File: config.mk
export PLATFORM = sky130hd
export DESIGN_NAME = muting_override
export DESIGN_NICKNAME = d
export VERILOG_FILES = /design/src/muting_pkg.sv /design/src/pin_sync.sv /design/src/pair_monitor.sv /design/src/muting_override.sv
export VERILOG_INCLUDE_DIRS = /design/src /design/src/src
export SDC_FILE = /design/constraint.sdc
export NUM_CORES = 1
export LEC_CHECK = 0
export ABC_AREA = 1
export CAP_MARGIN = 15
export CELL_PAD_IN_SITES_DETAIL_PLACEMENT = 0
export CELL_PAD_IN_SITES_GLOBAL_PLACEMENT = 2
export CORE_MARGIN = 2
export CORE_UTILIZATION = 39
export CTS_CLUSTER_DIAMETER = 50
export DETAILED_ROUTE_END_ITERATION = 6
export DONT_BUFFER_PORTS = 1
export HOLD_SLACK_MARGIN = 0.05
export PLACE_DENSITY_LB_ADDON = 0.25
export SLEW_MARGIN = 5
export SYNTH_ARGS = -nofsm -noshare
export SYNTH_HDL_FRONTEND = slang
export SYNTH_SLANG_ARGS = --single-unit
File: constraint.sdc
create_clock -name MCLK -period 6.3 [get_ports MCLK]
set_input_delay 0.63 -clock MCLK [delete_from_list [all_inputs] [get_ports MCLK]]
set_output_delay 0.63 -clock MCLK [all_outputs]
set_load 0.02 [all_outputs]
File: src/muting_params.svh
// Constants of the muting override and error block: timing, offsets, fields, reset values.
// Assumes inclusion by bare name from every file that needs a figure.
// What this block does
// - Override starts: sensor on, curtain blocked, override on
// - No override start at start of operation
// - Override ends: sensors off, timeout, override off
// - Override end with curtain blocked drops enable
// - Run start clears faults, timers; outputs follow inputs
// - Four muting modes, parallel default, mode picks sensors
// - Synchronization time 30 ms to 3 s, default 3 s
// - Synchronization spans signals 11-12 or 21-22
// - Curtain pair equivalent NC/NC or complementary NC/NO
// - Override input single, dual, complementary or unused
// - Discrepancy times 10-500 ms, default 30, 0 off
// - Max override and muting time, 60 s default
// - Synchronization error on late pair, never position
// - Bidirectional: entry checks 11-12, exit 21-22
// - Sequence error on wrong sensor order
// - Position mode: curtain off with 11 normal
// - Sequence checking starts after all sensors off
// - Sync or sequence error plus blocked curtain faults
// - Each pair reports discrepancy; either forces fault
// - Discrepancy clears on pair reactivation or run start
// - Sync and sequence errors clear on muting, run
`ifndef MUTING_PARAMS_SVH
`define MUTING_PARAMS_SVH

// Clock rate and controller cycle
`define CLK_MHZ 100
`define TICK_TIME_MS 10
`define TICK_CYCLES_DEFAULT (`TICK_TIME_MS * 1000 * `CLK_MHZ)
// Coarse timer step in ms, and in controller cycles
`define LONG_STEP_MS 500
`define LONG_STEP_TICKS 14'((`LONG_STEP_MS) / (`TICK_TIME_MS))

// Register byte offsets
`define ADDR_CTRL 5'h00
`define ADDR_SYNC_TIME 5'h04
`define ADDR_DISC_TIME 5'h08
`define ADDR_MAX_TIME 5'h0c
`define ADDR_STATUS 5'h10

// Control fields
`define CTRL_RUN 0
`define CTRL_MODE_LO 1
`define CTRL_LC_COMP 3
`define CTRL_OVR_LO 4
`define DISC_OVR_LO 8
`define MAX_MUTE_LO 8

// Reset values
`define RST_CTRL 6'h02
`define RST_SYNC_TIME 9'h12c
`define RST_DISC_TIME 6'h03
`define RST_MAX_TIME 8'h78

`endif

File: src/muting_pkg.sv
// Types of the muting override and error block.
// Assumes nothing outside itself.
package muting_pkg;
   // Muting modes
   typedef enum logic [1:0] {
      MODE_POSITION = 2'h0,
      MODE_PARALLEL = 2'h1,
      MODE_SEQ_FWD = 2'h2,
      MODE_SEQ_BI = 2'h3
   } mode_t;
   // Override input kinds
   typedef enum logic [1:0] {
      OVR_UNUSED = 2'h0,
      OVR_SINGLE = 2'h1,
      OVR_DUAL_EQ = 2'h2,
      OVR_DUAL_COMP = 2'h3
   } ovr_type_t;
   // Output state
   typedef enum logic [3:0] {
      ST_IDLE = 4'h1,
      ST_NORMAL = 4'h2,
      ST_MUTING = 4'h4,
      ST_OVERRIDE = 4'h8
   } state_t;
   // Sensor sequence monitor
   typedef enum logic [3:0] {
      SQ_OFF = 4'h1,
      SQ_ARMED = 4'h2,
      SQ_ENTRY = 4'h4,
      SQ_EXIT = 4'h8
   } seq_t;
   // Whole state of the top module
   typedef struct packed {
      state_t st;
      seq_t sq;
      logic exit_dir;
      logic first;
      logic ovr_armed;
      logic run_prev;
      logic [3:0] prev_ms;
      logic [19:0] div;
      logic tick;
      logic [13:0] sync_cnt;
      logic [13:0] mute_cnt;
      logic [13:0] ovr_cnt;
      logic oe;
      logic mute;
      logic ovr;
      logic sync_err;
      logic seq_err;
      logic fault;
      logic [5:0] ctrl;
      logic [8:0] sync_time;
      logic [5:0] disc_lc;
      logic [5:0] disc_ovr;
      logic [7:0] max_ovr;
      logic [7:0] max_mute;
      logic waitreq;
      logic [31:0] rdata;
   } mute_state_t;
endpackage

File: src/pin_sync.sv
// Two-flop synchroniser for a group of pin inputs.
// Assumes the pins are asynchronous to clk.
`timescale 1ns/1ps
module pin_sync #(
   parameter int W = 8
) (
   // Clock and reset
   input wire logic clk,
   input wire logic rst,
   // Pins in, synchronised out
   input wire logic [W-1:0] d,
   output logic [W-1:0] q
);
   // Both stages
   typedef struct packed {
      logic [W-1:0] s1;
      logic [W-1:0] s2;
   } sync_state_t;

   sync_state_t r; // Current stages
   sync_state_t next_r; // Next stages

   // First stage feeds only the second
   always_comb begin
      next_r.s1 = d;
      next_r.s2 = r.s1;
   end

   // Stage registers
   always_ff @(posedge clk or posedge rst) begin
      if (rst) begin
         r <= '0;
      end else begin
         r <= next_r;
      end
   end

   assign q = r.s2;
endmodule

File: src/pair_monitor.sv
// Discrepancy monitor for one dual-channel input pair.
// Assumes tick is a one-cycle controller-cycle pulse and inputs are synchronised.
`timescale 1ns/1ps
module pair_monitor (
   // Clock and reset
   input wire logic clk,
   input wire logic rst,
   // Controller cycle and run start
   input wire logic tick,
   input wire logic clear,
   // Channels and setup
   input wire logic in_a,
   input wire logic in_b,
   input wire logic complementary,
   input wire logic [5:0] limit,
   // Results
   output logic active,
   output logic err
);
   // Monitor state
   typedef struct packed {
      logic [5:0] cnt;
      logic err;
      logic active;
      logic good_prev;
   } pair_state_t;

   pair_state_t r; // Current state
   pair_state_t next_r; // Next state
   logic good; // Pair agrees and is active
   logic disc; // Channels disagree
   logic set; // Discrepancy outlasted limit
   logic clr; // Reactivation or run start

   // Discrepancy count and sticky error
   always_comb begin
      next_r = r;
      good = in_a & (complementary ? ~in_b : in_b);
      disc = in_a ^ in_b ^ complementary;
      set = 1'b0;
      clr = 1'b0;
      if (tick) begin
         clr = clear | (good & ~r.good_prev);
         if (disc && limit != 6'h00 && !clr) begin
            next_r.cnt = (r.cnt == 6'h3f) ? r.cnt : r.cnt + 6'h01;
         end else begin
            next_r.cnt = 6'h00;
         end
         set = disc && limit != 6'h00 && next_r.cnt >= limit;
         next_r.err = set | (r.err & ~clr);
         next_r.good_prev = good;
         next_r.active = good & ~next_r.err;
      end
   end

   // State register
   always_ff @(posedge clk or posedge rst) begin
      if (rst) begin
         r <= '0;
      end else begin
         r <= next_r;
      end
   end

   assign active = r.active;
   assign err = r.err;
endmodule

File: src/muting_override.sv
// Muting override and error handling, evaluated once per controller cycle.
// Assumes pins asynchronous to MCLK and an Avalon-MM master on the register port.
//
// Chosen here: the register addresses and the Avalon-MM interface to the registers.
`timescale 1ns/1ps
`include "muting_params.svh"
module muting_override
   import muting_pkg::*;
#(
   parameter int TICK_CYCLES = `TICK_CYCLES_DEFAULT
) (
   // Clock and reset
   input wire logic MCLK,
   input wire logic RST,
   // Avalon-MM slave
   input wire logic [4:0] ADDRESS,
   input wire logic READ,
   input wire logic WRITE,
   input wire logic [31:0] WRITEDATA,
   output logic [31:0] READDATA,
   output logic WAITREQUEST,
   // Light-curtain pair and muting sensors
   input wire logic LC_IN1,
   input wire logic LC_IN2,
   input wire logic MS11,
   input wire logic MS12,
   input wire logic MS21,
   input wire logic MS22,
   // Override pair
   input wire logic OVR_IN1,
   input wire logic OVR_IN2,
   // Safety outputs
   output logic OUTPUT_ENABLE,
   output logic MUTING_STATUS,
   output logic OVERRIDE_STATUS,
   output logic SYNC_ERROR,
   output logic SEQ_ERROR,
   output logic LC_DISC_ERROR,
   output logic OVR_DISC_ERROR,
   output logic FAULT_PRESENT
);
   mute_state_t r; // Current state
   mute_state_t next_r; // Next state
   logic [7:0] pins; // Synchronised pins
   logic [3:0] ms; // Sensors 22,21,12,11
   logic [3:0] rise; // Sensors just turned on
   logic lc_active; // Curtain pair active
   logic lc_err; // Curtain discrepancy
   logic ovr_active; // Override pair active
   logic ovr_err; // Override discrepancy
   logic ovr_on; // Override asserted
   logic run; // Run mode requested
   logic run_start; // First cycle of run
   mode_t mode; // Selected mode
   ovr_type_t otype; // Override kind
   logic ovr_dual; // Override is dual
   logic disc_any; // Any discrepancy
   logic any_ms; // Some sensor on
   logic mute_req; // Normal muting sequence met
   logic mute_end; // Mode end condition
   logic [13:0] ovr_limit; // Max override in cycles
   logic [13:0] mute_limit; // Max muting in cycles
   logic [31:0] rd; // Read mux

   // Pin synchronisers
   pin_sync #(.W(8)) u_sync (
      .clk(MCLK),
      .rst(RST),
      .d({OVR_IN2, OVR_IN1, MS22, MS21, MS12, MS11, LC_IN2, LC_IN1}),
      .q(pins)
   );

   // Configuration decode
   assign run = r.ctrl[`CTRL_RUN];
   assign mode = mode_t'(r.ctrl[`CTRL_MODE_LO +: 2]);
   assign otype = ovr_type_t'(r.ctrl[`CTRL_OVR_LO +: 2]);
   assign ovr_dual = (otype == OVR_DUAL_EQ) || (otype == OVR_DUAL_COMP);
   assign run_start = r.tick & run & ~r.run_prev;

   // Curtain pair monitor
   pair_monitor u_lc (
      .clk(MCLK),
      .rst(RST),
      .tick(r.tick),
      .clear(run_start),
      .in_a(pins[0]),
      .in_b(pins[1]),
      .complementary(r.ctrl[`CTRL_LC_COMP]),
      .limit(r.disc_lc),
      .active(lc_active),
      .err(lc_err)
   );

   // Override pair monitor, check off unless dual
   pair_monitor u_ovr (
      .clk(MCLK),
      .rst(RST),
      .tick(r.tick),
      .clear(run_start),
      .in_a(pins[6]),
      .in_b(pins[7]),
      .complementary(otype == OVR_DUAL_COMP),
      .limit(ovr_dual ? r.disc_ovr : 6'h00),
      .active(ovr_active),
      .err(ovr_err)
   );

   // Derived input terms
   always_comb begin
      ms = pins[5:2];
      rise = ms & ~r.prev_ms;
      any_ms = |ms;
      disc_any = lc_err | (ovr_dual & ovr_err);
      case (otype)
         OVR_SINGLE: ovr_on = pins[6];
         OVR_DUAL_EQ, OVR_DUAL_COMP: ovr_on = ovr_active;
         default: ovr_on = 1'b0;
      endcase
      ovr_limit = {6'h00, r.max_ovr} * `LONG_STEP_TICKS;
      mute_limit = {6'h00, r.max_mute} * `LONG_STEP_TICKS;
      case (mode)
         MODE_PARALLEL: mute_end = ~ms[0] | ~ms[1];
         MODE_POSITION: mute_end = ~ms[0];
         default: mute_end = r.exit_dir ? ~(ms[1] | ms[2] | ms[3]) : ~(ms[0] | ms[1] | ms[2]);
      endcase
   end

   // Register read mux
   always_comb begin
      case (ADDRESS)
         `ADDR_CTRL: rd = {26'h0, r.ctrl};
         `ADDR_SYNC_TIME: rd = {23'h0, r.sync_time};
         `ADDR_DISC_TIME: rd = {18'h0, r.disc_ovr, 2'h0, r.disc_lc};
         `ADDR_MAX_TIME: rd = {16'h0, r.max_mute, r.max_ovr};
         `ADDR_STATUS: rd = {20'h0, r.st, r.fault, ovr_err, lc_err, r.seq_err,
                             r.sync_err, r.ovr, r.mute, r.oe};
         default: rd = 32'h0;
      endcase
   end

   // Divider, bus slave and per-cycle evaluation
   always_comb begin
      next_r = r;
      mute_req = 1'b0;
      // Controller cycle divider
      next_r.tick = 1'b0;
      if (r.div == 20'(TICK_CYCLES - 1)) begin
         next_r.div = 20'h0;
         next_r.tick = 1'b1;
      end else begin
         next_r.div = r.div + 20'h1;
      end
      // One wait cycle per access
      next_r.waitreq = 1'b1;
      if ((READ | WRITE) & r.waitreq) begin
         next_r.waitreq = 1'b0;
         next_r.rdata = rd;
      end
      if (WRITE & ~r.waitreq) begin
         case (ADDRESS)
            `ADDR_CTRL: next_r.ctrl = WRITEDATA[5:0];
            `ADDR_SYNC_TIME: next_r.sync_time = WRITEDATA[8:0];
            `ADDR_DISC_TIME: begin
               next_r.disc_lc = WRITEDATA[5:0];
               next_r.disc_ovr = WRITEDATA[`DISC_OVR_LO +: 6];
            end
            `ADDR_MAX_TIME: begin
               next_r.max_ovr = WRITEDATA[7:0];
               next_r.max_mute = WRITEDATA[`MAX_MUTE_LO +: 8];
            end
            default: begin
            end
         endcase
      end
      // Evaluation once per controller cycle
      if (r.tick) begin
         next_r.run_prev = run;
         next_r.prev_ms = ms;
         if (!run) begin
            // Idle: enable, muting, override and fault off; sync and sequence errors kept
            next_r.st = ST_IDLE;
            next_r.sq = SQ_OFF;
            next_r.oe = 1'b0;
            next_r.mute = 1'b0;
            next_r.ovr = 1'b0;
            next_r.fault = 1'b0;
         end else if (run_start) begin
            // Fresh start from current inputs
            next_r.st = ST_NORMAL;
            next_r.sq = any_ms ? SQ_OFF : SQ_ARMED;
            next_r.first = 1'b1;
            next_r.ovr_armed = 1'b0;
            next_r.sync_cnt = 14'h0;
            next_r.mute_cnt = 14'h0;
            next_r.ovr_cnt = 14'h0;
            next_r.sync_err = 1'b0;
            next_r.seq_err = 1'b0;
            next_r.fault = 1'b0;
            next_r.mute = 1'b0;
            next_r.ovr = 1'b0;
            next_r.oe = pins[0] & (r.ctrl[`CTRL_LC_COMP] ? ~pins[1] : pins[1]);
         end else begin
            next_r.first = 1'b0;
            // Override must be seen off after start
            if (!ovr_on && !r.first) begin
               next_r.ovr_armed = 1'b1;
            end
            // Sequence and synchronization monitor
            if (r.st == ST_NORMAL) begin
               case (r.sq)
                  SQ_OFF: begin
                     if (!any_ms) begin
                        next_r.sq = SQ_ARMED;
                     end
                  end
                  SQ_ARMED: begin
                     if (mode == MODE_POSITION) begin
                        mute_req = ms[0];
                     end else if (rise == 4'b0001) begin
                        next_r.sq = SQ_ENTRY;
                        next_r.sync_cnt = 14'h0;
                     end else if (mode == MODE_SEQ_BI && rise == 4'b1000) begin
                        next_r.sq = SQ_EXIT;
                        next_r.sync_cnt = 14'h0;
                     end else if (rise != 4'b0000) begin
                        next_r.seq_err = 1'b1;
                        next_r.sq = SQ_OFF;
                     end
                  end
                  SQ_ENTRY: begin
                     next_r.sync_cnt = r.sync_cnt + 14'h1;
                     if (!ms[0] || ms[2] || ms[3]) begin
                        next_r.seq_err = 1'b1;
                        next_r.sq = SQ_OFF;
                     end else if (next_r.sync_cnt > {5'h0, r.sync_time}) begin
                        next_r.sync_err = 1'b1;
                        next_r.sq = SQ_OFF;
                     end else if (ms[1]) begin
                        mute_req = 1'b1;
                        next_r.exit_dir = 1'b0;
                     end
                  end
                  SQ_EXIT: begin
                     next_r.sync_cnt = r.sync_cnt + 14'h1;
                     if (!ms[3] || ms[0] || ms[1]) begin
                        next_r.seq_err = 1'b1;
                        next_r.sq = SQ_OFF;
                     end else if (next_r.sync_cnt > {5'h0, r.sync_time}) begin
                        next_r.sync_err = 1'b1;
                        next_r.sq = SQ_OFF;
                     end else if (ms[2]) begin
                        mute_req = 1'b1;
                        next_r.exit_dir = 1'b1;
                     end
                  end
                  default: next_r.sq = SQ_OFF;
               endcase
            end
            // Output state machine
            case (r.st)
               ST_NORMAL: begin
                  next_r.oe = lc_active & ~disc_any;
                  if (mute_req && lc_active && !disc_any) begin
                     next_r.st = ST_MUTING;
                     next_r.sq = SQ_OFF;
                     next_r.mute = 1'b1;
                     next_r.oe = 1'b1;
                     next_r.mute_cnt = 14'h0;
                     next_r.sync_err = 1'b0;
                     next_r.seq_err = 1'b0;
                  end else if (r.ovr_armed && any_ms && !lc_active && ovr_on && !disc_any) begin
                     next_r.st = ST_OVERRIDE;
                     next_r.sq = SQ_OFF;
                     next_r.ovr = 1'b1;
                     next_r.mute = 1'b1;
                     next_r.oe = 1'b1;
                     next_r.ovr_cnt = 14'h0;
                  end
               end
               ST_MUTING: begin
                  next_r.mute_cnt = r.mute_cnt + 14'h1;
                  if (disc_any) begin
                     next_r.st = ST_NORMAL;
                     next_r.mute = 1'b0;
                     next_r.oe = 1'b0;
                  end else if (mute_end || (r.max_mute != 8'h00 && next_r.mute_cnt >= mute_limit)) begin
                     next_r.st = ST_NORMAL;
                     next_r.mute = 1'b0;
                     next_r.oe = lc_active;
                  end
               end
               ST_OVERRIDE: begin
                  next_r.ovr_cnt = r.ovr_cnt + 14'h1;
                  if (!any_ms || next_r.ovr_cnt >= ovr_limit || !ovr_on || disc_any) begin
                     next_r.st = ST_NORMAL;
                     next_r.ovr = 1'b0;
                     next_r.mute = 1'b0;
                     next_r.oe = lc_active & ~disc_any;
                  end
               end
               default: begin
                  next_r.st = ST_NORMAL;
                  next_r.oe = 1'b0;
               end
            endcase
            // Blocked curtain with a pending error is a fault
            if ((next_r.sync_err || next_r.seq_err) && !lc_active && next_r.st == ST_NORMAL) begin
               next_r.oe = 1'b0;
            end
            next_r.fault = disc_any | ((next_r.sync_err | next_r.seq_err) & ~lc_active);
         end
      end
   end

   // State register
   always_ff @(posedge MCLK or posedge RST) begin
      if (RST) begin
         r <= '0;
         r.st <= ST_IDLE;
         r.sq <= SQ_OFF;
         r.ctrl <= `RST_CTRL;
         r.sync_time <= `RST_SYNC_TIME;
         r.disc_lc <= `RST_DISC_TIME;
         r.disc_ovr <= `RST_DISC_TIME;
         r.max_ovr <= `RST_MAX_TIME;
         r.max_mute <= `RST_MAX_TIME;
         r.waitreq <= 1'b1;
      end else begin
         r <= next_r;
      end
   end

   // Outputs from flip-flops
   assign READDATA = r.rdata;
   assign WAITREQUEST = r.waitreq;
   assign OUTPUT_ENABLE = r.oe;
   assign MUTING_STATUS = r.mute;
   assign OVERRIDE_STATUS = r.ovr;
   assign SYNC_ERROR = r.sync_err;
   assign SEQ_ERROR = r.seq_err;
   assign LC_DISC_ERROR = lc_err;
   assign OVR_DISC_ERROR = ovr_err;
   assign FAULT_PRESENT = r.fault;
endmodule

=== Yosys cells after proc, flatten, opt, wreduce, memory -nomap -nowiden ===
Index checks and enable logic that the tools add are counted.

* Register bits after elaboration: 195
* Input bits: 49
* Output and inout bits: 41

* Add/subtract/negate cells: 6
* Multipliers: 2
* $lt $le $gt $ge: 5
* Equal/unequal tests: 42
* Mux-type cells: 99
* Bitwise logic cells: 51
* Reduce and logical (&&, ||, !) cells: 64

{| class="wikitable"
|+ Operator list
! cell !! number
|-
| $mux 14 || 6
|-
| $pmux 14 s2 || 3
|-
| $pmux 16 s5 || 1
|-
| $mux 4 || 15
|-
| $mux 48 || 1
|-
| $add 14x1->14 const B || 3
|-
| $mux 6 || 7
|-
| $mux 1 || 34
|-
| $mux 33 || 1
|-
| $mux 8 || 4
|-
| $ge 14x14->1 || 2
|-
| $mul 8x5->13 const B || 2
|-
| $mux 2 || 11
|-
| $add 20x1->20 const B || 1
|-
| $eq 20x20->1 const B || 1
|-
| $mux 20 || 1
|-
| $logic_and 1x1->1 || 17
|-
| $mux 17 || 1
|-
| $not 1->1 || 17
|-
| $pmux 4 s4 || 1
|-
| $and 1x1->1 || 15
|-
| $reduce_and 5->1 || 3
|-
| $gt 14x9->1 || 1
|-
| $or 1x1->1 || 13
|-
| other kinds (47) || 108
|}

=== Depth between registers and ports, before layout ===
* Word-level depth: 22
* Gate-level depth with buffers: 28
* Mapped depth without buffers: 28

=== By module ===
Synthesis repeated with hierarchy kept, for this count alone.

* Cell total of the unflattened synthesis: 1588
* Area, all modules: 12380.6 µm²

{| class="wikitable"
|+ By module, submodules not included
! module !! instances !! cells an instance !! area an instance (µm²) !! seq. area each (µm²)
|-
| muting_override || 1 || 1315 || 10174.8 || 3653.5
|-
| pair_monitor || 2 || 128 || 900.9 || 225.2
|-
| pin_sync || 1 || 17 || 404.1 || 400.4
|}

=== Least setup slack after synthesis ===
Ideal clock, no wire load.

* Path type: reg2reg
* From: reg r[44] in the netlist's numbering
* To: reg r (netlist bit MUTING_STATUS)
* Setup time: 0.117 ns
* Data arrival time: 4.220 ns
* Required time: 6.183 ns
* Path slack: 1.963 ns
* Cell stages (with the launch flop): 29
* Buffers on the path: 0
* Clock period less this slack: 4.337 ns
* Cells stage by stage: dfstp_2 > ha_1 > ha_1 > inv_1 > fa_1 > inv_1 > ha_1 > a21oi_1 > o21ai_0 > a21oi_1 > nor2_1 > nor2_1 > nor2_1 > o21ai_0 > nand2_1 > xor2_1 > ha_1 > nand2_1 > nor3_1 > nand2_1 > o21bai_1 > nand3_1 > nor3_1 > nand3_1 > o21ai_0 > nor2_1 > nand3_1 > nand2_1 > nand2_1

* Word-level cells in the longest chain between the ends: 7

{| class="wikitable"
|+ Ends and longest elaborated chain
! item !! RTL line !! RTL
|-
| start: declaration || muting_override.sv:42 || <nowiki>mute_state_t r;</nowiki>
|-
| start signal: assignment || muting_override.sv:329 || <nowiki>r <= next_r;</nowiki>
|-
| $mul 8x5->13 (no line) || -- ||
|-
| $ge 14x14->1 || muting_override.sv:294 || <nowiki>if (!any_ms || next_r.ovr_cnt >= ovr_limit || !ovr_on || disc_any) begin</nowiki>
|-
| $logic_or 1x1->1 (3 in a row) || muting_override.sv:294 ||
|-
| $ne 4x3->1 (no line) || -- ||
|-
| $reduce_and 5->1 (no line) || -- ||
|}

Every way passes these cells.
A chain may end at the register's enable or synchronous reset.

=== Worst setup path in the final report ===
Ends and elaborated chain as after synthesis.

==> impl_summary.txt <==
----------------------------------------------------
[Timing]
  Final setup violation count ... 0
  Number of hold violations in the final report ... 0
  Period utilization ... 0.8035
  Fin crit period ... 5.062 ns
  Number of pins exceeding their max-slew limit in the final report ... 0
  Clock skew ... 0.01193 ns
  Worst slew slack as a fraction of its limit ... 0.2172
  Peak clock frequency supported by timing ... 0.1975 GHz
  Unrepaired setup endpoints after global routing ... no
  Transition at the pin with the smallest max-transition slack ... 1.165 ns
  Setup TNS after final layout ... 0 ns

[Clock network]
  TritonCTS clock tree ... built
  TritonCTS sink count ... 179
  Library cell used as clock root buffer ... sky130_fd_sc_hd__clkbuf_16
  Count of hold-fix buffers inserted at cts ... 0
  Number of H-tree levels ... 4
  CTS resizes ... 0
  Clock latency on the worst-skew pair ... 0.44 ns
  Post-CTS repair timing setup buffer count ... 0
  Clock tree buffer depth ... 2
  Clock transition at the registers of the reported paths ... 0.07 ns
  Number of buffers inserted during clock tree synthesis ... 17

[Routing]
  Antenna viol nets, final ... 0
  Via density per instance ... 4.920
  Number of remaining DRC errors ... 0
  Post-detailed-route wirelength per cell ... 15.10 um
  Routed Wire Length ... 28,050 um
  Number of design-rule violations left by the first detailed-router iteration ... 455
  Routed vias ... 9,141
  Length of the first detailed-routing pass in iterations ... 4

[Critical path]
  Delay of the slowest critical-path stage ... 0.61 ns
  Worst endpoint data arrival time ... 5.44 ns
  Capturing element type of the critical path ... flop
  Cell with the largest stage delay on the worst path ... sky130_fd_sc_hd__dfstp_2
  Worst-path maximum fanout ... 5
  Beginning of the worst register-to-register path ... r[44]
  Crit path kind ... reg2reg
  Critical path origin ... r[44]
  Kind of launch point of the worst setup path ... flop
  Critical path required time ... 6.68 ns

[Min path]
  Hold Path Class ... in2async

[Placement]
  DP Cell Count ... 1,824
  Count of input and output buffers ... 0
  Dpl hpwl ... 21,470 um
  GP Congestion ... 0.8227

[Global routing]
  Total congestion overflow ... 0
  GRT Overall Usage ... 0.1889
  Largest net degree at the start of global routing ... 112
  Via count of the first global-routing pass ... 8,941
  Antenna violations before repair ... 0
  First-pass GRT wire length ... 46,800 um

[Outcome]
  Run status ... complete, no violations

[Logic synthesis]
  Cell accounting for the most synthesized area ... sky130_fd_sc_hd__dfrtp_1
  Library cells used by synthesis ... 50
  Syn. warnings ... 0
  Main area contributors after synthesis ... sky130_fd_sc_hd__dfrtp_1 (34%), sky130_fd_sc_hd__ha_1 (12%), sky130_fd_sc_hd__nand2_1 (9.1%), sky130_fd_sc_hd__inv_1 (7.9%), sky130_fd_sc_hd__o21ai_0 (6.8%)
  Post-synthesis instance total ... 1,473
  Area share of the leading cell type in the synthesized netlist ... 0.3412
  Flip-flop cell with the highest count after synthesis ... sky130_fd_sc_hd__dfrtp_1
  Register area share after synthesis ... 0.3862
  Syn Std Cell Area ... 0.01166 mm^2
  Syn_area_per_cell ... 7.917 um^2
  Number of enable-type register cells in the synthesized netlist ... 0
  Async S/R FF share, synth ... 1.000
  #FFs+latches synth ... 179

[Finish]
  Share of final-layout standard cells stronger than drive strength 1 ... 0.05249
  Most common cell after layout, fill and taps aside ... sky130_fd_sc_hd__nand2_1
  Combined area of the multi-input logic cells ... 0.005924 mm^2
  Layout Cells excl Fill ... 1,858
  Layout overhead on the synthesized area ... 7.166%
  Storage cell area ... 0.004504 mm^2
  Number of fillers in the final layout ... 3,053
  Commonest cells after routing, fill and taps aside ... sky130_fd_sc_hd__nand2_1 (284), sky130_fd_sc_hd__inv_1 (245), sky130_fd_sc_hd__dfrtp_1 (159), sky130_fd_sc_hd__o21ai_0 (158), sky130_fd_sc_hd__ha_1 (114)
  Final layout net count ... 1,623

[Floorplanning]
  Core region area ... 0.02956 mm^2
  Initial Util ... 0.3945
  Number of primary I/O pins ... 90
  Row Count ... 63
  Total Die Area ... 0.03130 mm^2
  Die H ... 176.9 um
  Die extent in x ... 176.9 um

[Power]
  Leakage component of the power ... 6.118 nW
  Power density of the placed cells ... 229.9 mW/mm^2
  Peak supply drop ... 0.0001801 V

[Job]
  Number of max-cap violations ... 0

----------------------------------------------------
layout make-up:
| cell class | instances | area share |
|---|---|---|
| Antenna cell | 1 | 0.0002002 |
| Clock buffer | 20 | 0.03734 |
| Clock inverter | 12 | 0.009410 |
| Inverter | 247 | 0.07478 |
| Multi-Input combinational cell | 1002 | 0.4740 |
| Sequential cell | 179 | 0.3604 |
| Tap cell | 390 | 0.03904 |
| Timing Repair Buffer | 7 | 0.004805 |
state kept, by name (all words and copies together) (netlist names), 2 cells and up:
| signal | cells |
|---|---|
| u_ovr.r | 7 |
| u_lc.r | 7 |
| r | 118 |
| READDATA | 16 |
| otype | 2 |
| mode | 2 |
| u_sync.q | 8 |
| u_sync.next_r | 8 |
synthesized netlist by cell type, types with 20 or more instances:
cell type	count
sky130_fd_sc_hd__dfstp_2	20
sky130_fd_sc_hd__o21ai_0	159
sky130_fd_sc_hd__nand4_1	26
sky130_fd_sc_hd__inv_1	246
sky130_fd_sc_hd__xor2_1	44
sky130_fd_sc_hd__nor2_1	102
sky130_fd_sc_hd__nor3_1	22
sky130_fd_sc_hd__ha_1	114
sky130_fd_sc_hd__a21oi_1	61
sky130_fd_sc_hd__nand3_1	77
sky130_fd_sc_hd__nand2_1	284
sky130_fd_sc_hd__dfrtp_1	159
sky130_fd_sc_hd__buf_4	34
sky130_fd_sc_hd__clkbuf_1	20
cell families (layout without fill, tap and decap cells):
group	count (synthesis)	after routing	synth area share
AO/OA/AOI/OAI	275	275	0.1317
XOR/XNOR	50	50	0.03755
adder cells (fa/ha/maj)	120	120	0.1326
buffers and inverters	307	286	0.1109
flip-flops	179	179	0.3862
multiplexers	1	1	0.0008583
other	1	17	0.0003215
AND/OR/NAND/NOR	540	540	0.1998
where the power goes:
part           leakage [nW]  total, mW  switching, mW  internal [mW]
sequential             2.36       1.27         0.0626           1.21
combinational          3.47      0.524          0.331          0.193
clock                 0.288       1.08          0.494          0.584
layer usage:
metal,share of wire,routed length (um),GRT usage
met4,0.012,350,0.04683
met1,0.50,14020,0.2635
met3,0.030,830,0.03007
met5,0,0,0
met2,0.46,12850,0.3062
critical path, delay by kind of cell (launching register included):
family | cells | cell delay [ns]
fa+ha+maj | 5 | 1.69
compound gates | 8 | 1.31
simple gates | 11 | 1.14
flops | 1 | 0.61
xor+xnor | 1 | 0.15
buf+inv | 2 | 0.09
path summary, 6_finish.rpt:
path | to | slack [ns] | cells after the start
setup / recovery | MUTING_STATUS | 1.24 | 27
hold / removal | READDATA[15] | 0.18 | 1
setup reg to reg | MUTING_STATUS | 1.24 | 27
hold reg to reg | u_sync.q[5] | 0.34 | 0
max in group asynchronous | u_sync.next_r[4] | 4.69 | 2
min in group MCLK | u_sync.next_r[2] | 0.22 | 0
metrics by stage:
stage	instance area [um^2]	util	worst slack (ns)	total power [mW]	hold slack [ns]
3_3_place_gp	11900	0.4025	1.343	1.816	0.3320
3_5_place_dp	11900	0.4025	1.265	1.824	0.3347
6_report	12500	0.4228	1.238	2.873	0.1792
5_1_grt	12500	0.4227	0.7922	3.064	0.1949
4_1_cts	12480	0.4222	1.235	2.924	0.1941
2_1_floorplan	11720	-	0.8445	1.692	0.3312
No activity file was read; power rests on OpenSTA's default activity.
